File: src/dllcc_cfg.svh
// Register map, field positions, reset values and timing of the loop clock control
`ifndef DLLCC_CFG_SVH
`define DLLCC_CFG_SVH
// ============================================================
// Register indexes (byte address is four times the index)
`define DLLCC_IDX_SEL_DIV 8'h71
`define DLLCC_IDX_MUL_LOCK 8'h72
`define DLLCC_IDX_RST_CTL 8'h75
`define DLLCC_IDX_IRQ_STAT 8'h80
`define DLLCC_IDX_IRQ_MASK 8'h81
// ============================================================
// Field positions
`define DLLCC_B_ADC_SEL 7
`define DLLCC_B_DAC_SEL 6
`define DLLCC_B_REF_EN 4
`define DLLCC_B_LOCK 7
`define DLLCC_B_RST 3
`define DLLCC_IRQ_GAIN 0
`define DLLCC_IRQ_LOSS 1
`define DLLCC_IRQ_BAD 2
// ============================================================
// Reset values
`define DLLCC_RST_SEL_DIV 8'h01
`define DLLCC_RST_MUL 7'h00
`define DLLCC_RST_IRQ 3'h0
// ============================================================
// Timing
`define DLLCC_CLK_NS 4
`define DLLCC_LOCK_NS 2000
`define DLLCC_LOCK_CYC ((`DLLCC_LOCK_NS + `DLLCC_CLK_NS - 1) / `DLLCC_CLK_NS)
`endif

File: src/dllcc_pkg.sv
// Types shared by the loop clock control design
package dllcc_pkg;
    // First control register fields
    typedef struct packed {
        logic adc_sel;
        logic dac_sel;
        logic ref_en;
        logic [3:0] post_div;
    } dllcc_ctl0_t;
    // Second control register writable fields
    typedef struct packed {
        logic [1:0] out_div;
        logic [4:0] mult;
    } dllcc_ctl1_t;
    // Decoded settings driven to the analog loop
    typedef struct packed {
        logic adc_sel;
        logic dac_sel;
        logic ref_en;
        logic [5:0] mult_factor;
        logic [3:0] post_ratio;
        logic [2:0] out_ratio;
        logic cfg_valid;
    } dllcc_clk_cfg_t;
    // Lock sequencer states, Gray along idle, acquire, locked
    typedef enum logic [1:0] {
        DLLCC_IDLE = 2'b00,
        DLLCC_ACQ = 2'b01,
        DLLCC_LOCKED = 2'b11
    } dllcc_lock_st_t;
endpackage

File: src/dllcc_top.sv
// Loop clock control: register slave, clock settings and lock status
//
// Our own choice: register access over Avalon-MM.
`timescale 1ns/1ns
`default_nettype none
`include "dllcc_cfg.svh"
module dllcc_top (
    // Clock and reset
    input wire logic ref_clk,
    input wire logic rst_n,
    // Avalon-MM slave
    input wire logic [9:0] avs_address,
    input wire logic avs_read,
    input wire logic avs_write,
    input wire logic [3:0] avs_byteenable,
    input wire logic [31:0] avs_writedata,
    output logic [31:0] avs_readdata,
    output logic avs_waitrequest,
    // Loop settings and control
    output dllcc_pkg::dllcc_clk_cfg_t clk_cfg,
    output logic loop_reset_trigger,
    output logic loop_locked,
    // Interrupt
    output logic irq
);
    // ============================================================
    // Decode helpers

    // Post divide code gives ratio 1 to 6 or 8
    function automatic logic post_ok(input logic [3:0] code);
        post_ok = (code >= 4'h1 && code <= 4'h6) || code == 4'h8;
    endfunction

    // Output divider ratio
    function automatic logic [2:0] out_ratio(input logic [1:0] code);
        case (code)
            2'b10: out_ratio = 3'h2;
            2'b11: out_ratio = 3'h4;
            default: out_ratio = 3'h1;
        endcase
    endfunction

    // ============================================================
    // Storage
    // Reset image of the first control register, spare bit 5 dropped
    localparam logic [7:0] SEL_DIV_RST = `DLLCC_RST_SEL_DIV;
    dllcc_pkg::dllcc_ctl0_t ctl0_q;
    dllcc_pkg::dllcc_ctl1_t ctl1_q;
    dllcc_pkg::dllcc_clk_cfg_t cfg_q;
    logic rst_bit_q;
    logic trig_q;
    logic ack_q;
    logic [31:0] rdata_q;
    logic [2:0] irq_stat_q;
    logic [2:0] irq_mask_q;
    logic [2:0] irq_ev;
    logic [7:0] idx;
    logic req;
    logic wr_go;
    logic rd_take;
    logic wr_c0;
    logic wr_c1;
    logic wr_rst;
    logic wr_stat;
    logic wr_mask;
    logic cfg_change;
    logic trig_d;
    logic locked;
    logic lock_gain;
    logic lock_loss;

    // ============================================================
    // Bus handshake: one wait cycle, then the answer
    assign idx = avs_address[9:2];
    assign req = avs_read | avs_write;
    assign avs_waitrequest = req & ~ack_q;
    assign wr_go = avs_write & ack_q & avs_byteenable[0];
    assign rd_take = avs_read & ~ack_q;
    assign avs_readdata = rdata_q;

    // Acknowledge toggles once per request
    always_ff @(posedge ref_clk) begin
        if (!rst_n) begin
            ack_q <= 1'b0;
        end else begin
            ack_q <= req & ~ack_q;
        end
    end

    // Write strobes per register
    assign wr_c0 = wr_go && idx == `DLLCC_IDX_SEL_DIV;
    assign wr_c1 = wr_go && idx == `DLLCC_IDX_MUL_LOCK;
    assign wr_rst = wr_go && idx == `DLLCC_IDX_RST_CTL;
    assign wr_stat = wr_go && idx == `DLLCC_IDX_IRQ_STAT;
    assign wr_mask = wr_go && idx == `DLLCC_IDX_IRQ_MASK;

    // ============================================================
    // Control registers

    // Clock select, reference gate, post divide
    always_ff @(posedge ref_clk) begin
        if (!rst_n) begin
            ctl0_q <= {SEL_DIV_RST[7:6], SEL_DIV_RST[4:0]};
        end else if (wr_c0) begin
            ctl0_q.adc_sel <= avs_writedata[`DLLCC_B_ADC_SEL];
            ctl0_q.dac_sel <= avs_writedata[`DLLCC_B_DAC_SEL];
            ctl0_q.ref_en <= avs_writedata[`DLLCC_B_REF_EN];
            ctl0_q.post_div <= avs_writedata[3:0];
        end
    end

    // Output divider and multiplication; lock bit is not stored
    always_ff @(posedge ref_clk) begin
        if (!rst_n) begin
            ctl1_q <= `DLLCC_RST_MUL;
        end else if (wr_c1) begin
            ctl1_q <= avs_writedata[6:0];
        end
    end

    // Loop reset bit; only bit 3 is kept, the rest read zero
    always_ff @(posedge ref_clk) begin
        if (!rst_n) begin
            rst_bit_q <= 1'b0;
        end else if (wr_rst) begin
            rst_bit_q <= avs_writedata[`DLLCC_B_RST];
        end
    end

    // Reset pulse only on a zero to one change
    assign trig_d = wr_rst & avs_writedata[`DLLCC_B_RST] & ~rst_bit_q;

    always_ff @(posedge ref_clk) begin
        if (!rst_n) begin
            trig_q <= 1'b0;
        end else begin
            trig_q <= trig_d;
        end
    end
    assign loop_reset_trigger = trig_q;

    // Any altered setting invalidates the current lock
    assign cfg_change = (wr_c0 && {avs_writedata[7:6], avs_writedata[4:0]} != ctl0_q)
        || (wr_c1 && avs_writedata[6:0] != ctl1_q);

    // ============================================================
    // Decoded settings to the analog loop
    always_ff @(posedge ref_clk) begin
        if (!rst_n) begin
            cfg_q <= '0;
        end else begin
            cfg_q.adc_sel <= ctl0_q.adc_sel;
            cfg_q.dac_sel <= ctl0_q.dac_sel;
            cfg_q.ref_en <= ctl0_q.ref_en;
            cfg_q.post_ratio <= ctl0_q.post_div;
            cfg_q.cfg_valid <= post_ok(ctl0_q.post_div);
            cfg_q.out_ratio <= out_ratio(ctl1_q.out_div);
            cfg_q.mult_factor <= {1'b0, ctl1_q.mult} + 6'h01;
        end
    end
    assign clk_cfg = cfg_q;

    // ============================================================
    // Lock sequencer
    dllcc_lock_seq u_dllcc_lock_seq (
        .ref_clk(ref_clk),
        .rst_n(rst_n),
        .reset_pulse(trig_q),
        .cfg_change(cfg_change),
        .ref_en(ctl0_q.ref_en),
        .cfg_ok(post_ok(ctl0_q.post_div)),
        .locked(locked),
        .lock_gain(lock_gain),
        .lock_loss(lock_loss)
    );
    assign loop_locked = locked;

    // ============================================================
    // Interrupts
    assign irq_ev = {wr_c0 & ~post_ok(avs_writedata[3:0]), lock_loss, lock_gain};

    // Sticky status, write one to clear, a new event wins
    always_ff @(posedge ref_clk) begin
        if (!rst_n) begin
            irq_stat_q <= `DLLCC_RST_IRQ;
        end else begin
            irq_stat_q <= (irq_stat_q & ~(wr_stat ? avs_writedata[2:0] : 3'h0)) | irq_ev;
        end
    end

    // Mask register
    always_ff @(posedge ref_clk) begin
        if (!rst_n) begin
            irq_mask_q <= `DLLCC_RST_IRQ;
        end else if (wr_mask) begin
            irq_mask_q <= avs_writedata[2:0];
        end
    end
    assign irq = |(irq_stat_q & irq_mask_q);

    // ============================================================
    // Read data, captured in the wait cycle
    always_ff @(posedge ref_clk) begin
        if (!rst_n) begin
            rdata_q <= 32'h0;
        end else if (rd_take) begin
            case (idx)
                `DLLCC_IDX_SEL_DIV: rdata_q <= {24'h0, ctl0_q.adc_sel, ctl0_q.dac_sel,
                    1'b0, ctl0_q.ref_en, ctl0_q.post_div};
                `DLLCC_IDX_MUL_LOCK: rdata_q <= {24'h0, locked, ctl1_q};
                `DLLCC_IDX_RST_CTL: rdata_q <= {28'h0, rst_bit_q, 3'h0};
                `DLLCC_IDX_IRQ_STAT: rdata_q <= {29'h0, irq_stat_q};
                `DLLCC_IDX_IRQ_MASK: rdata_q <= {29'h0, irq_mask_q};
                default: rdata_q <= 32'h0;
            endcase
        end
    end

    // ============================================================
    // Assertion helpers

    // Cycles since the last loop reset pulse, saturating
    localparam logic [9:0] LOCK_CYC = 10'(`DLLCC_LOCK_CYC);
    logic [9:0] since_trig_q;

    always_ff @(posedge ref_clk) begin
        if (!rst_n) begin
            since_trig_q <= 10'h3FF;
        end else if (loop_reset_trigger) begin
            since_trig_q <= 10'h000;
        end else if (since_trig_q != 10'h3FF) begin
            since_trig_q <= since_trig_q + 10'h001;
        end
    end
endmodule // dllcc_top
`default_nettype wire

File: src/dllcc_lock_seq.sv
// Lock acquisition sequencer of the loop
`timescale 1ns/1ns
`default_nettype none
`include "dllcc_cfg.svh"
module dllcc_lock_seq (
    // Clock and reset
    input wire logic ref_clk,
    input wire logic rst_n,
    // Loop control
    input wire logic reset_pulse,
    input wire logic cfg_change,
    input wire logic ref_en,
    input wire logic cfg_ok,
    // Lock status
    output logic locked,
    output logic lock_gain,
    output logic lock_loss
);
    localparam logic [9:0] LOCK_LAST = 10'(`DLLCC_LOCK_CYC - 1);
    dllcc_pkg::dllcc_lock_st_t st_q;
    logic [9:0] cnt_q;
    logic lose;

    // Lock drops on a new reset, a setting change or a gated reference
    assign lose = reset_pulse | cfg_change | ~ref_en;

    // ============================================================
    // State machine
    always_ff @(posedge ref_clk) begin
        if (!rst_n) begin
            st_q <= dllcc_pkg::DLLCC_IDLE;
        end else begin
            case (st_q)
                dllcc_pkg::DLLCC_IDLE: begin
                    if (reset_pulse) begin
                        st_q <= dllcc_pkg::DLLCC_ACQ;
                    end
                end
                dllcc_pkg::DLLCC_ACQ: begin
                    if (reset_pulse) begin
                        st_q <= dllcc_pkg::DLLCC_ACQ;
                    end else if (cfg_change) begin
                        st_q <= dllcc_pkg::DLLCC_IDLE;
                    end else if (cnt_q == LOCK_LAST && ref_en && cfg_ok) begin
                        st_q <= dllcc_pkg::DLLCC_LOCKED;
                    end
                end
                dllcc_pkg::DLLCC_LOCKED: begin
                    if (reset_pulse) begin
                        st_q <= dllcc_pkg::DLLCC_ACQ;
                    end else if (lose) begin
                        st_q <= dllcc_pkg::DLLCC_IDLE;
                    end
                end
                default: begin
                    st_q <= dllcc_pkg::DLLCC_IDLE;
                end
            endcase
        end
    end

    // Acquire timer, runs only with reference and valid settings
    always_ff @(posedge ref_clk) begin
        if (!rst_n || reset_pulse || st_q != dllcc_pkg::DLLCC_ACQ) begin
            cnt_q <= 10'h000;
        end else if (ref_en && cfg_ok && cnt_q != LOCK_LAST) begin
            cnt_q <= cnt_q + 10'h001;
        end
    end

    // Lock level and status pulses
    assign locked = (st_q == dllcc_pkg::DLLCC_LOCKED);
    assign lock_gain = (st_q == dllcc_pkg::DLLCC_ACQ) && !reset_pulse && !cfg_change
        && cnt_q == LOCK_LAST && ref_en && cfg_ok;
    assign lock_loss = locked && lose;
endmodule // dllcc_lock_seq
`default_nettype wire

File: config.mk
export PLATFORM = sky130hd
export DESIGN_NAME = dllcc_top
export DESIGN_NICKNAME = d
export VERILOG_FILES = /design/src/dllcc_pkg.sv /design/src/dllcc_top.sv /design/src/dllcc_lock_seq.sv
export VERILOG_INCLUDE_DIRS = /design/src
export SDC_FILE = /design/constraint.sdc
export NUM_CORES = 1
export LEC_CHECK = 0
export BUFFER_PORTS_ARGS = -buffer_cell sky130_fd_sc_hd__buf_2
export CAP_MARGIN = 20
export CORE_MARGIN = 4
export CORE_UTILIZATION = 28
export DETAILED_ROUTE_END_ITERATION = 6
export PLACE_DENSITY = 0.46
export SYNTH_ARGS = -nofsm -noshare
export SYNTH_HDL_FRONTEND = slang
export SYNTH_HIERARCHICAL = 1
export SYNTH_SLANG_ARGS = --single-unit
File: constraint.sdc
create_clock -name ref_clk -period 2.8 [get_ports ref_clk]
set_input_delay 0.7 -clock ref_clk [delete_from_list [all_inputs] [get_ports ref_clk]]
set_output_delay 0.7 -clock ref_clk [all_outputs]
set_load 0.05 [all_outputs]
# Yosys cells after proc, flatten, opt, wreduce, memory -nomap -nowiden
# Index checks and enable logic that the tools add are counted.
[op_classes]
n_reduce_logical = 30
addsub = 2
order_cmp = 4
eq_ne = 19
n_mux = 10
bitwise = 18
[ops]
columns = ["operator", "n"]
rows = [
  ["$pmux W8 S5", 1],
  ["$eq A8 B7 Y1 const B", 3],
  ["$logic_and A1 B1 Y1", 19],
  ["$eq A8 B8 Y1 const B", 2],
  ["$ne A7 B7 Y1", 2],
  ["$mux W2", 6],
  ["$add A10 B1 Y10 const B", 1],
  ["$eq A10 B9 Y1 const B", 1],
  ["$ne A10 B9 Y1 const B", 1],
  ["$eq A4 B4 Y1 const B", 2],
  ["$ge A4 B1 Y1 const B", 2],
  ["$le A4 B3 Y1 const B", 2],
  ["$and A1 B1 Y1", 7],
  ["$add A5 B1 Y6 const B", 1],
  ["$and A3 B3 Y3", 2],
  ["$eq A2 B2 Y1 const B", 3],
  ["$pmux W2 S3", 1],
  ["$pmux W3 S2", 1],
  ["$logic_or A1 B1 Y1", 5],
  ["$ne A4 B2 Y1 const B", 1],
  ["$not A1 Y1", 4],
  ["$logic_not A1 Y1", 3],
  ["$mux W3", 1],
  ["$ne A3 B2 Y1 const B", 1],
  ["9 further kinds", 11],
]
[totals]
ff_bits = 84
out_inout_bits = 53
input_bits = 50
wordCells = 104

# Longest topological paths before layout
# Gate-level depths: netlist of run 1.
[logic_depth]
depth_word = 11
ltp_mapped = 9
depth_no_buf = 8

# Modules after synthesis
# The synthesis of run 1 kept the hierarchy.
[modules_own_cells]
columns = ["mod", "area_per_inst_um2", "instances", "seq_area_each_um2", "cells_per_inst"]
rows = [
  ["dllcc_top", 2359.8, 1, 960.9, 245],
  ["dllcc_lock_seq", 729.4, 1, 240.2, 81],
]

# Worst setup path before layout of run 1
# OpenSTA, ideal clock, no wires.
[synth_timing]
path_kind = "input -> register"
startpoint = "input port avs_writedata[3]"
endpoint = "register irq_stat_q[0]"
setup_ns = 0.074
required_time_ns = 2.726
setup_slack_ns = 0.629
path_stages = 9
n_path_buf = 1
t_arrival_ns = 2.097
cell_sequence = "clkbuf_1 -> xnor2_1 -> nand4_1 -> nor4_1 -> o22ai_1 -> nor4b_1 -> and4_1 -> o21ai_0 -> a31oi_1"
[synth_between]
elab_chain_cells = 9
word_cells_on_any_way = 11
classes_between = "eq/ne: 2; bitwise: 1; reduce/logical: 8"
[synth_lines]
columns = ["element", "line", "text"]
rows = [
  ["from (decl)", "dllcc_top.sv:16", "input wire logic [31:0] avs_writedata,"],
  ["$ne A7 B7 Y1, on equally long branches", "dllcc_top.sv:143, dllcc_top.sv:144", ""],
  ["$logic_and A1 B1 Y1, on equally long branches", "dllcc_top.sv:143, dllcc_top.sv:144", ""],
  ["$logic_or A1 B1 Y1 (*)", "dllcc_top.sv:144", "|| (wr_c1 && avs_writedata[6:0] != ctl1_q);"],
  ["net cfg_change", "dllcc_top.sv:66", "logic cfg_change;"],
  ["$logic_not A1 Y1 (*)", "dllcc_lock_seq.sv:73", "assign lock_gain = (st_q == dllcc_pkg::DLLCC_ACQ) && !reset_pulse && !cfg_change"],
  ["$logic_and A1 B1 Y1 (*)", "dllcc_lock_seq.sv:73", ""],
  ["$logic_and A1 B1 Y1 (*) (3 in a row)", "dllcc_lock_seq.sv:74", "&& cnt_q == LOCK_LAST && ref_en && cfg_ok;"],
  ["net lock_gain", "dllcc_top.sv:69", "logic lock_gain;"],
  ["$or A3 B3 Y3 (*)", "dllcc_top.sv:187", "irq_stat_q <= (irq_stat_q & ~(wr_stat ? avs_writedata[2:0] : 3'h0)) | irq_ev;"],
  ["to (signal assigned)", "dllcc_top.sv:185", "irq_stat_q <= `DLLCC_RST_IRQ;"],
  ["to (signal assigned)", "dllcc_top.sv:187", ""],
  ["to (decl)", "dllcc_top.sv:54", "logic [2:0] irq_stat_q;"],
]
# Mark *: on every way through the listed nets, which the timed path passes. The rest lies on a longest branch.
# A chain may end at the register's enable or synchronous reset.

# Worst setup path after layout of run 1
[layout_timing]
startpoint = "input port avs_writedata[0]"
endpoint = "register irq_stat_q[0]"
# The elaborated chain is that of the path after synthesis.

==> results of run 1 <==
area by class of cell:
type,instances,share of cell area [%]
Multi-Input combinational cell,238,46.6
Sequential cell,60,33.8
Timing Repair Buffer,56,8.37
Tap cell,140,4.92
Clock buffer,10,3.59
Clock inverter,6,1.83
Inverter,9,0.950
cells by family (layout without fill, tap and decap cells):
logic type / count (synthesis) / after routing / share of synthesized area, %
AOI/OAI and AO/OA: 59 / 59 / 12.7
xor gates and xnor gates: 17 / 17 / 4.82
adders and majority gates: 2 / 2 / 0.810
buffers and inverters: 51 / 81 / 10.3
DFF: 60 / 60 / 38.9
muxes: 23 / 23 / 7.49
other: 1 / 24 / 0.121
and+or+nand+nor: 113 / 113 / 24.9
layout by cell type (no fill, tap or decap), types with 6 or more instances in the layout:
master	count
clkbuf_8	9
nand3_1	10
inv_1	9
xor2_1	7
nand2_1	20
buf_2	49
o21ai_0	15
xnor2_1	10
and2_1	15
mux2i_1	22
a21oi_1	9
nor2b_1	21
conb_1	24
buf_4	7
dfxtp_1	60
a22oi_1	6
per-stage QoR:
step / hold slack [ps] / power, mW / utilization, %
2_1_floorplan: 414 / 1.05 / -
3_3_place_gp: 442 / 1.05 / 31.0
3_5_place_dp: 442 / 1.05 / 31.0
4_1_cts: 460 / 1.84 / 32.8
5_1_grt: 487 / 1.90 / 32.8
6_report: 451 / 1.81 / 32.8
worst max-delay path, cell delays in order:
cell     delay, ps
buf_2          220
xnor2_1        150
nand4_1        110
nor4_1         250
o22ai_1        210
nor4b_1        290
and4_1         290
o21ai_0         90
a31oi_1        140
synth_stat cells (4+ instances only):
cell,count
nand3_1,10
nor2_1,5
xnor2_1,10
nand4_1,4
mux2i_1,22
buf_4,26
o22ai_1,4
and3_1,5
nand2_1,20
nor2b_1,21
nor4_1,4
dfxtp_1,60
xor2_1,7
inv_1,9
or4_1,5
o21ai_0,15
a22oi_1,6
and2_1,15
clkbuf_1,8
a21oi_1,9
per-layer routing:
layer / vias up / part of all wire [%]
li1: 1200 / -
met2: 45 / 48
met1: 1152 / 47
met5: - / 0
met3: 9 / 4.0
met4: 0 / 1.6
state kept, by name, summed over array words and instances (netlist names):
signal	flops
ctl0_q	7
ack_q	1
u_dllcc_lock_seq/cnt_q	10
ctl1_q	7
clk_cfg	17
irq_mask_q	3
rst_bit_q	1
loop_reset_trigger	1
irq_stat_q	3
u_dllcc_lock_seq/st_q	2
avs_readdata	8
how the worst min path moves through the flow:
stage | end | from | cells past startpoint | slack, ps
after global placement | avs_readdata[7] | avs_readdata[7] | 2 | 440
after floorplan | loop_reset_trigger | rst_bit_q | 1 | 410
after CTS | avs_readdata[7] | avs_readdata[7] | 2 | 460
after detailed placement | avs_readdata[7] | avs_readdata[7] | 2 | 440
final | avs_readdata[7] | avs_readdata[7] | 2 | 450
after global routing | avs_readdata[4] | avs_readdata[4] | 2 | 490
report_power, final:
part	switching, mW	internal [mW]
registers	0.00177	0.857
logic	0.140	0.0365
clock network	0.364	0.411
total	0.505	1.30
==> impl_metrics.tcl, run 1 <==
set metrics [dict create \
    status "finished clean" \
    yosys.area.top_type "dfxtp_1" \
    diodes 0 \
    stdcell_area_mm2 0.00356 \
    netlist_instances 326 \
    ant_nets 0 \
    drc 0 \
    max-clock-path-buffers 2 \
    crit_required_ps 3070 \
    synthArstFlopShare_pct 0 \
    vias 2406 \
    skew_ps 14.2 \
    power_density_mw_per_mm2 509 \
    setup_tns_ps 0 \
    wl_per_cell_um 14.2 \
    pre_cts_ws_ps 251 \
    fillers 1160 \
    reg2reg_slack_ps 710 \
    ys_ff_latch 60 \
    max_slew.worst_pin.slew_ps 627 \
    path_clk_slew_ps 70 \
    cts.sinks 60 \
    clkLatencyLatePin_ps 350 \
    period_share_pct 78.0 \
    final_cells 519 \
    cts_tree "done" \
    holdBufCountCts 0 \
    synth-edff-count 0 \
    h-tree-depth 3 \
    ir_drop_uv 194 \
    multi_input_area_mm2 0.00166 \
    dpl-instance-area_mm2 0.00336 \
    timing.rr.end "irq_stat_q[0]" \
    first_pass_iters 4 \
    use_met2_pct 18.0 \
    drv_slew 0 \
    core_mm2 0.0108 \
    setup_viol 0 \
    cts.repair.resized 0 \
    hold_violations 0 \
    slew_headroom_pct 58.1 \
    gp_congestion 0.762 \
    ys_types 57 \
    grt_max_degree 26 \
    arrival_ps 2450 \
    ys.flop_type "dfxtp_1" \
    grt-ovfl-total 0 \
    synth.top_cell.area_share_pct 38.9 \
    start_kind "primary input" \
    area_delta_synth_final_pct 15.1 \
    die_h_um 113 \
    grt_use_total_pct 11.6 \
    antenna_found_initial 0 \
    nets 426 \
    rr_worst_depth 8 \
    synth_warnings 6 \
    initial_core_util_pct 28.5 \
    ff_latch_area_mm2 0.00120 \
    ioPinCount 103 \
    drive_gt1_share_pct 21.9 \
    dr.first_iter.drc_count 64 \
    grt_pass1_wl_um 11800 \
    crit_end "irq_stat_q[0]" \
    rsz0062_at_grt "no" \
    root_buffer "clkbuf_8" \
    fp.dieArea_mm2 0.0128 \
    netlist_area_mm2 0.00309 \
    p_leak_nw 1.52 \
    worst_setup_path_end_kind "register" \
    cp-startpoint "avs_writedata[0]" \
    portBuffers 49 \
    crit_path_max_fanout 9 \
    syn_area_per_cell_um2 9.48 \
    postCtsSetupBuffers 0 \
    die_x_um 113 \
    top_usage_layer "met2" \
    worst_slack_ps 617 \
    hp-class "reg -> reg" \
    maxCapViolations 0 \
    max_freq_mhz 458 \
    use_met3_pct 3.10 \
    viasPerCell 4.64 \
    ys_seq_area_share_pct 38.9 \
    synth_top_cells_by_area "dfxtp_1, mux2i_1, buf_4" \
    hpwl_um 5330 \
    rr_startpoint "ctl1_q[3]" \
    cts-buffers-inserted 9 \
    dp.cells 503 \
    finalCriticalPeriod_ps 2180 \
    rows 38 \
    grt_pass1_vias 2298 \
    worstSetupPathType "in -> reg" \
    use_met1_pct 15.2 \
    wirelength_um 7350 \
]
(Power assumes the default switching activity.)
==> run 2: changes to the inputs <==
Clock period 2.8 ns to 2.15 ns, I/O delays scaled along.
==> impl_metrics.tcl, run 2 (synthesized netlist as in run 1, its figures left out) <==
set metrics [dict create \
    worstPathCellList "or4_1 > nand2_1 > a21oi_1 > nand3_2 > or4_1 > a21oi_1" \
    rr_startpoint "ctl0_q[3]" \
    skew_ps 14.5 \
    p_leak_nw 1.61 \
    grt_use_total_pct 11.9 \
    timing.rr.end "u_dllcc_lock_seq/cnt_q[8]" \
    core_mm2 0.0108 \
    grt_max_degree 23 \
    fp.dieArea_mm2 0.0128 \
    max_stage_delay_ps 510 \
    crit_path_max_fanout 8 \
    path_buf_inv 0 \
    area_delta_synth_final_pct 19.7 \
    die_h_um 113 \
    utilization_pct 34.1 \
    final_cell_mix "dfxtp_1, buf_2, conb_1" \
    nets 439 \
    slowest_stage "or4_1" \
    diodes 0 \
    ioPinCount 103 \
    dp.cells 516 \
    die_x_um 113 \
    antenna_found_initial 0 \
    clkLatencyLatePin_ps 350 \
    ir_drop_uv 314 \
    h-tree-depth 3 \
    dr.first_iter.drc_count 109 \
    crit_required_ps 2430 \
    final_common_cell "dfxtp_1" \
    drc 0 \
    largest_register_ffs 17 \
    max_slew.worst_pin.slew_ps 638 \
    hold_violations 0 \
    rr_worst_depth 6 \
    cts_tree "done" \
    root_buffer "clkbuf_8" \
    reg2reg_slack_ps 170 \
    start_kind "register" \
    grt_pass1_wl_um 12000 \
    postCtsSetupBuffers 0 \
    portBuffers 49 \
    viasPerCell 4.57 \
    rsz0062_at_grt "no" \
    power_density_mw_per_mm2 680 \
    worst_setup_path_end_kind "register" \
    vias 2432 \
    crit_end "u_dllcc_lock_seq/cnt_q[8]" \
    wirelength_um 7440 \
    status "finished clean" \
    final_cells 532 \
    initial_core_util_pct 28.5 \
    period_share_pct 92.0 \
    rows 38 \
    path_clk_slew_ps 80 \
    arrival_ps 2260 \
    drive_gt1_share_pct 26.0 \
    max-clock-path-buffers 2 \
    cts-buffers-inserted 9 \
    path_delay_family "simple AND/OR/NAND/NOR gates" \
    hpwl_um 5600 \
    grt_pass1_vias 2388 \
    first_pass_iters 4 \
    grt-ovfl-total 0 \
    ant_nets 0 \
    hp-class "reg -> reg" \
    finalCriticalPeriod_ps 1980 \
    drv_slew 0 \
    setup_viol 0 \
    max_freq_mhz 506 \
    gp_congestion 0.767 \
    cts.sinks 60 \
    cp-startpoint "ctl0_q[3]" \
    wl_per_cell_um 14.0 \
    worstSetupPathType "reg -> reg" \
    path_depth 6 \
    maxCapViolations 0 \
    slew_headroom_pct 57.4 \
]
==> run 2: worst min-delay path by stage <==
stage	startpoint	endpoint	slack (ps)	cells after the start
CTS	avs_readdata[7]	avs_readdata[7]	460	2
global placement	avs_readdata[7]	avs_readdata[7]	440	2
finish	avs_readdata[7]	avs_readdata[7]	450	2
global route	avs_writedata[5]	ctl1_q[5]	470	3
detailed placement	avs_readdata[7]	avs_readdata[7]	450	2
floorplan	rst_bit_q	loop_reset_trigger	410	1
==> run 2: what timing repair did <==
item | CTS | global route
endpoints found under the hold margin | 0 | 0
hold buffers | 0 | 0
endpoints found under the setup margin | 0 | 1
gates resized for setup | 0 | 5
==> run 2: tightest hold or removal path, cell delays in order (launching register included) <==
cell     delay, ps
dfxtp_1        320
nand2_1         50
o21ai_0         50
==> run 2: power by group <==
group | leakage [nW] | internal (mW) | switching, mW
Clock | 0.116 | 0.684 | 0.469
Combinational | 1.00 | 0.0576 | 0.185
Sequential | 0.486 | 1.12 | 0.00218
==> run 2: area by class of cell <==
type / instances / area (um^2)
sequential: 60 / 1210
inverter: 9 / 33.8
multi-input combinational: 238 / 1660
tap: 140 / 175
clock inverter: 6 / 87.6
fill: 1144 / 7140
clock buffer: 10 / 138
timing repair buffer: 69 / 395
==> run 2: metrics by stage <==
stage          setup slack [ps]  hold WS [ps]  area [um^2]  power [mW]  setup TNS, ps
5_1_grt                    43.8           468         3700        2.63              0
2_1_floorplan               141           414         3180        1.36              0
4_1_cts                     112           463         3690        2.55              0
3_5_place_dp               -116           445         3460        1.39           -126
6_report                    173           452         3700        2.51              0
3_3_place_gp              -87.2           439         3460        1.39          -87.2
==> run 2: layer usage <==
layer | vias up | wire, um | part of all wire [%] | GRT usage (%)
met4 | 0 | 97 | 1.3 | 4.09
met5 | - | 0 | 0 | 0
met3 | 12 | 345 | 4.6 | 3.53
met2 | 43 | 3550 | 48 | 19.0
met1 | 1141 | 3450 | 46 | 15.3
li1 | 1236 | - | - | -
==> run 3: changes to the inputs <==
Settings changed: SKIP_CTS_REPAIR_TIMING set to 1.
Clock period 2.15 ns to 2.06 ns, I/O delays scaled along.
==> impl_metrics.tcl, run 3 (synthesized netlist as in run 1, its figures left out) <==
set metrics [dict create \
    skew_ps 13.2 \
    start_kind "register" \
    cp-startpoint "ctl1_q[5]" \
    die_x_um 113 \
    vias 2484 \
    grt_pass1_vias 2402 \
    worstSetupPathType "reg -> reg" \
    max_freq_mhz 535 \
    dpl-instance-area_mm2 0.00353 \
    wl_per_cell_um 13.9 \
    portBuffers 49 \
    slew_headroom_pct 59.8 \
    die_h_um 113 \
    final_cells 541 \
    finalPower_mw 2.74 \
    first_pass_iters 4 \
    worst_setup_path_end_kind "register" \
    pre_cts_ws_ps -201 \
    fillers 1136 \
    cts.sinks 60 \
    timing.rr.end "irq_stat_q[0]" \
    rows 38 \
    crit_required_ps 2320 \
    finalCriticalPeriod_ps 1870 \
    initial_core_util_pct 28.5 \
    multi_input_area_mm2 0.00169 \
    hold_violations 0 \
    fp.dieArea_mm2 0.0128 \
    hold_path_depth 2 \
    p_leak_nw 1.66 \
    drv_slew 0 \
    core_mm2 0.0108 \
    dr.first_iter.drc_count 72 \
    crit_path_max_fanout 5 \
    wirelength_um 7500 \
    cts-buffers-inserted 9 \
    slowest_stage "dfxtp_1" \
    ioPinCount 103 \
    worstPathCellList "xor2_1 > nor4_2 > o22ai_2 > nor4b_2 > and4_1 > o21ai_1 > a31oi_1" \
    crit_end "irq_stat_q[0]" \
    diodes 0 \
    ir_drop_uv 275 \
    status "finished clean" \
    dp.cells 525 \
    hp-class "reg -> reg" \
    reg2reg_slack_ps 190 \
    rr_startpoint "ctl1_q[5]" \
    max_slew.worst_pin.slew_ps 601 \
    grt_pass1_wl_um 12100 \
    final_common_cell "dfxtp_1" \
    viasPerCell 4.59 \
    cts_tree "done" \
    ant_nets 0 \
    path_clk_slew_ps 80 \
    max-clock-path-buffers 2 \
    largest_register_ffs 17 \
    arrival_ps 2130 \
    maxCapViolations 0 \
    setup_viol 0 \
    nets 448 \
    stdcell_area_mm2 0.00381 \
    grt-ovfl-total 0 \
    root_buffer "clkbuf_8" \
    worst_slack_ps 192 \
    final_cell_mix "dfxtp_1, buf_2, buf_4" \
    power_density_mw_per_mm2 720 \
    grt_use_total_pct 12.0 \
    period_share_pct 90.7 \
    area_delta_synth_final_pct 23.4 \
    grt_max_degree 33 \
    hpwl_um 5610 \
    ff_latch_area_mm2 0.00121 \
    max_stage_delay_ps 360 \
    h-tree-depth 3 \
    gp_congestion 0.772 \
    drc 0 \
    antenna_found_initial 0 \
    clkLatencyLatePin_ps 340 \
    rr_worst_depth 7 \
    drive_gt1_share_pct 28.7 \
]
-- run 3: per-layer routing --
| metal | global-route usage [%] | vias up | wire, um |
|---|---|---|---|
| li1 | - | 1254 | - |
| met1 | 15.5 | 1177 | 3510 |
| met2 | 19.2 | 41 | 3590 |
| met3 | 3.48 | 12 | 283 |
| met4 | 3.77 | 0 | 108 |
| met5 | 0 | - | 0 |
-- run 3: worst min path at each step --
stage	from	to	slack, ps
2_1_floorplan	rst_bit_q	loop_reset_trigger	410
5_1_grt	avs_writedata[5]	ctl1_q[5]	450
3_3_place_gp	avs_readdata[7]	avs_readdata[7]	440
3_5_place_dp	avs_readdata[4]	avs_readdata[4]	440
6_report	avs_readdata[7]	avs_readdata[7]	460
4_1_cts	avs_writedata[5]	ctl1_q[5]	450
-- run 3: critical path, delay by kind of cell (launching register included) --
family | cells | cell delay (ps)
xor+xnor | 1 | 190
simple gates | 3 | 870
compound gates | 3 | 370
flops | 1 | 360
-- run 3: layout make-up --
cell class              instances  area share, %
inverters                       9          0.886
clock inverters                 7           3.25
well taps                     140           4.60
clock buffers                   9           3.25
flip-flops and latches         60           31.6
repair buffers                 78           12.1
multi-input cells             238           44.2
-- run 3: report_power, final --
group          internal [mW]  total [mW]  switching [mW]  leakage [nW]
logic                 0.0621       0.257           0.195          1.05
registers               1.16        1.17         0.00215         0.486
clock network          0.812        1.32           0.510         0.120
total                   2.04        2.74           0.706          1.66
-- run 3: through the flow --
step | utilization, % | setup TNS, ps | hold slack [ps]
5_1_grt | 35.2 | -38.1 | 453
4_1_cts | 34.8 | 0 | 451
2_1_floorplan | - | 0 | 414
3_5_place_dp | 32.6 | -279 | 445
6_report | 35.2 | 0 | 456
3_3_place_gp | 32.6 | -276 | 440
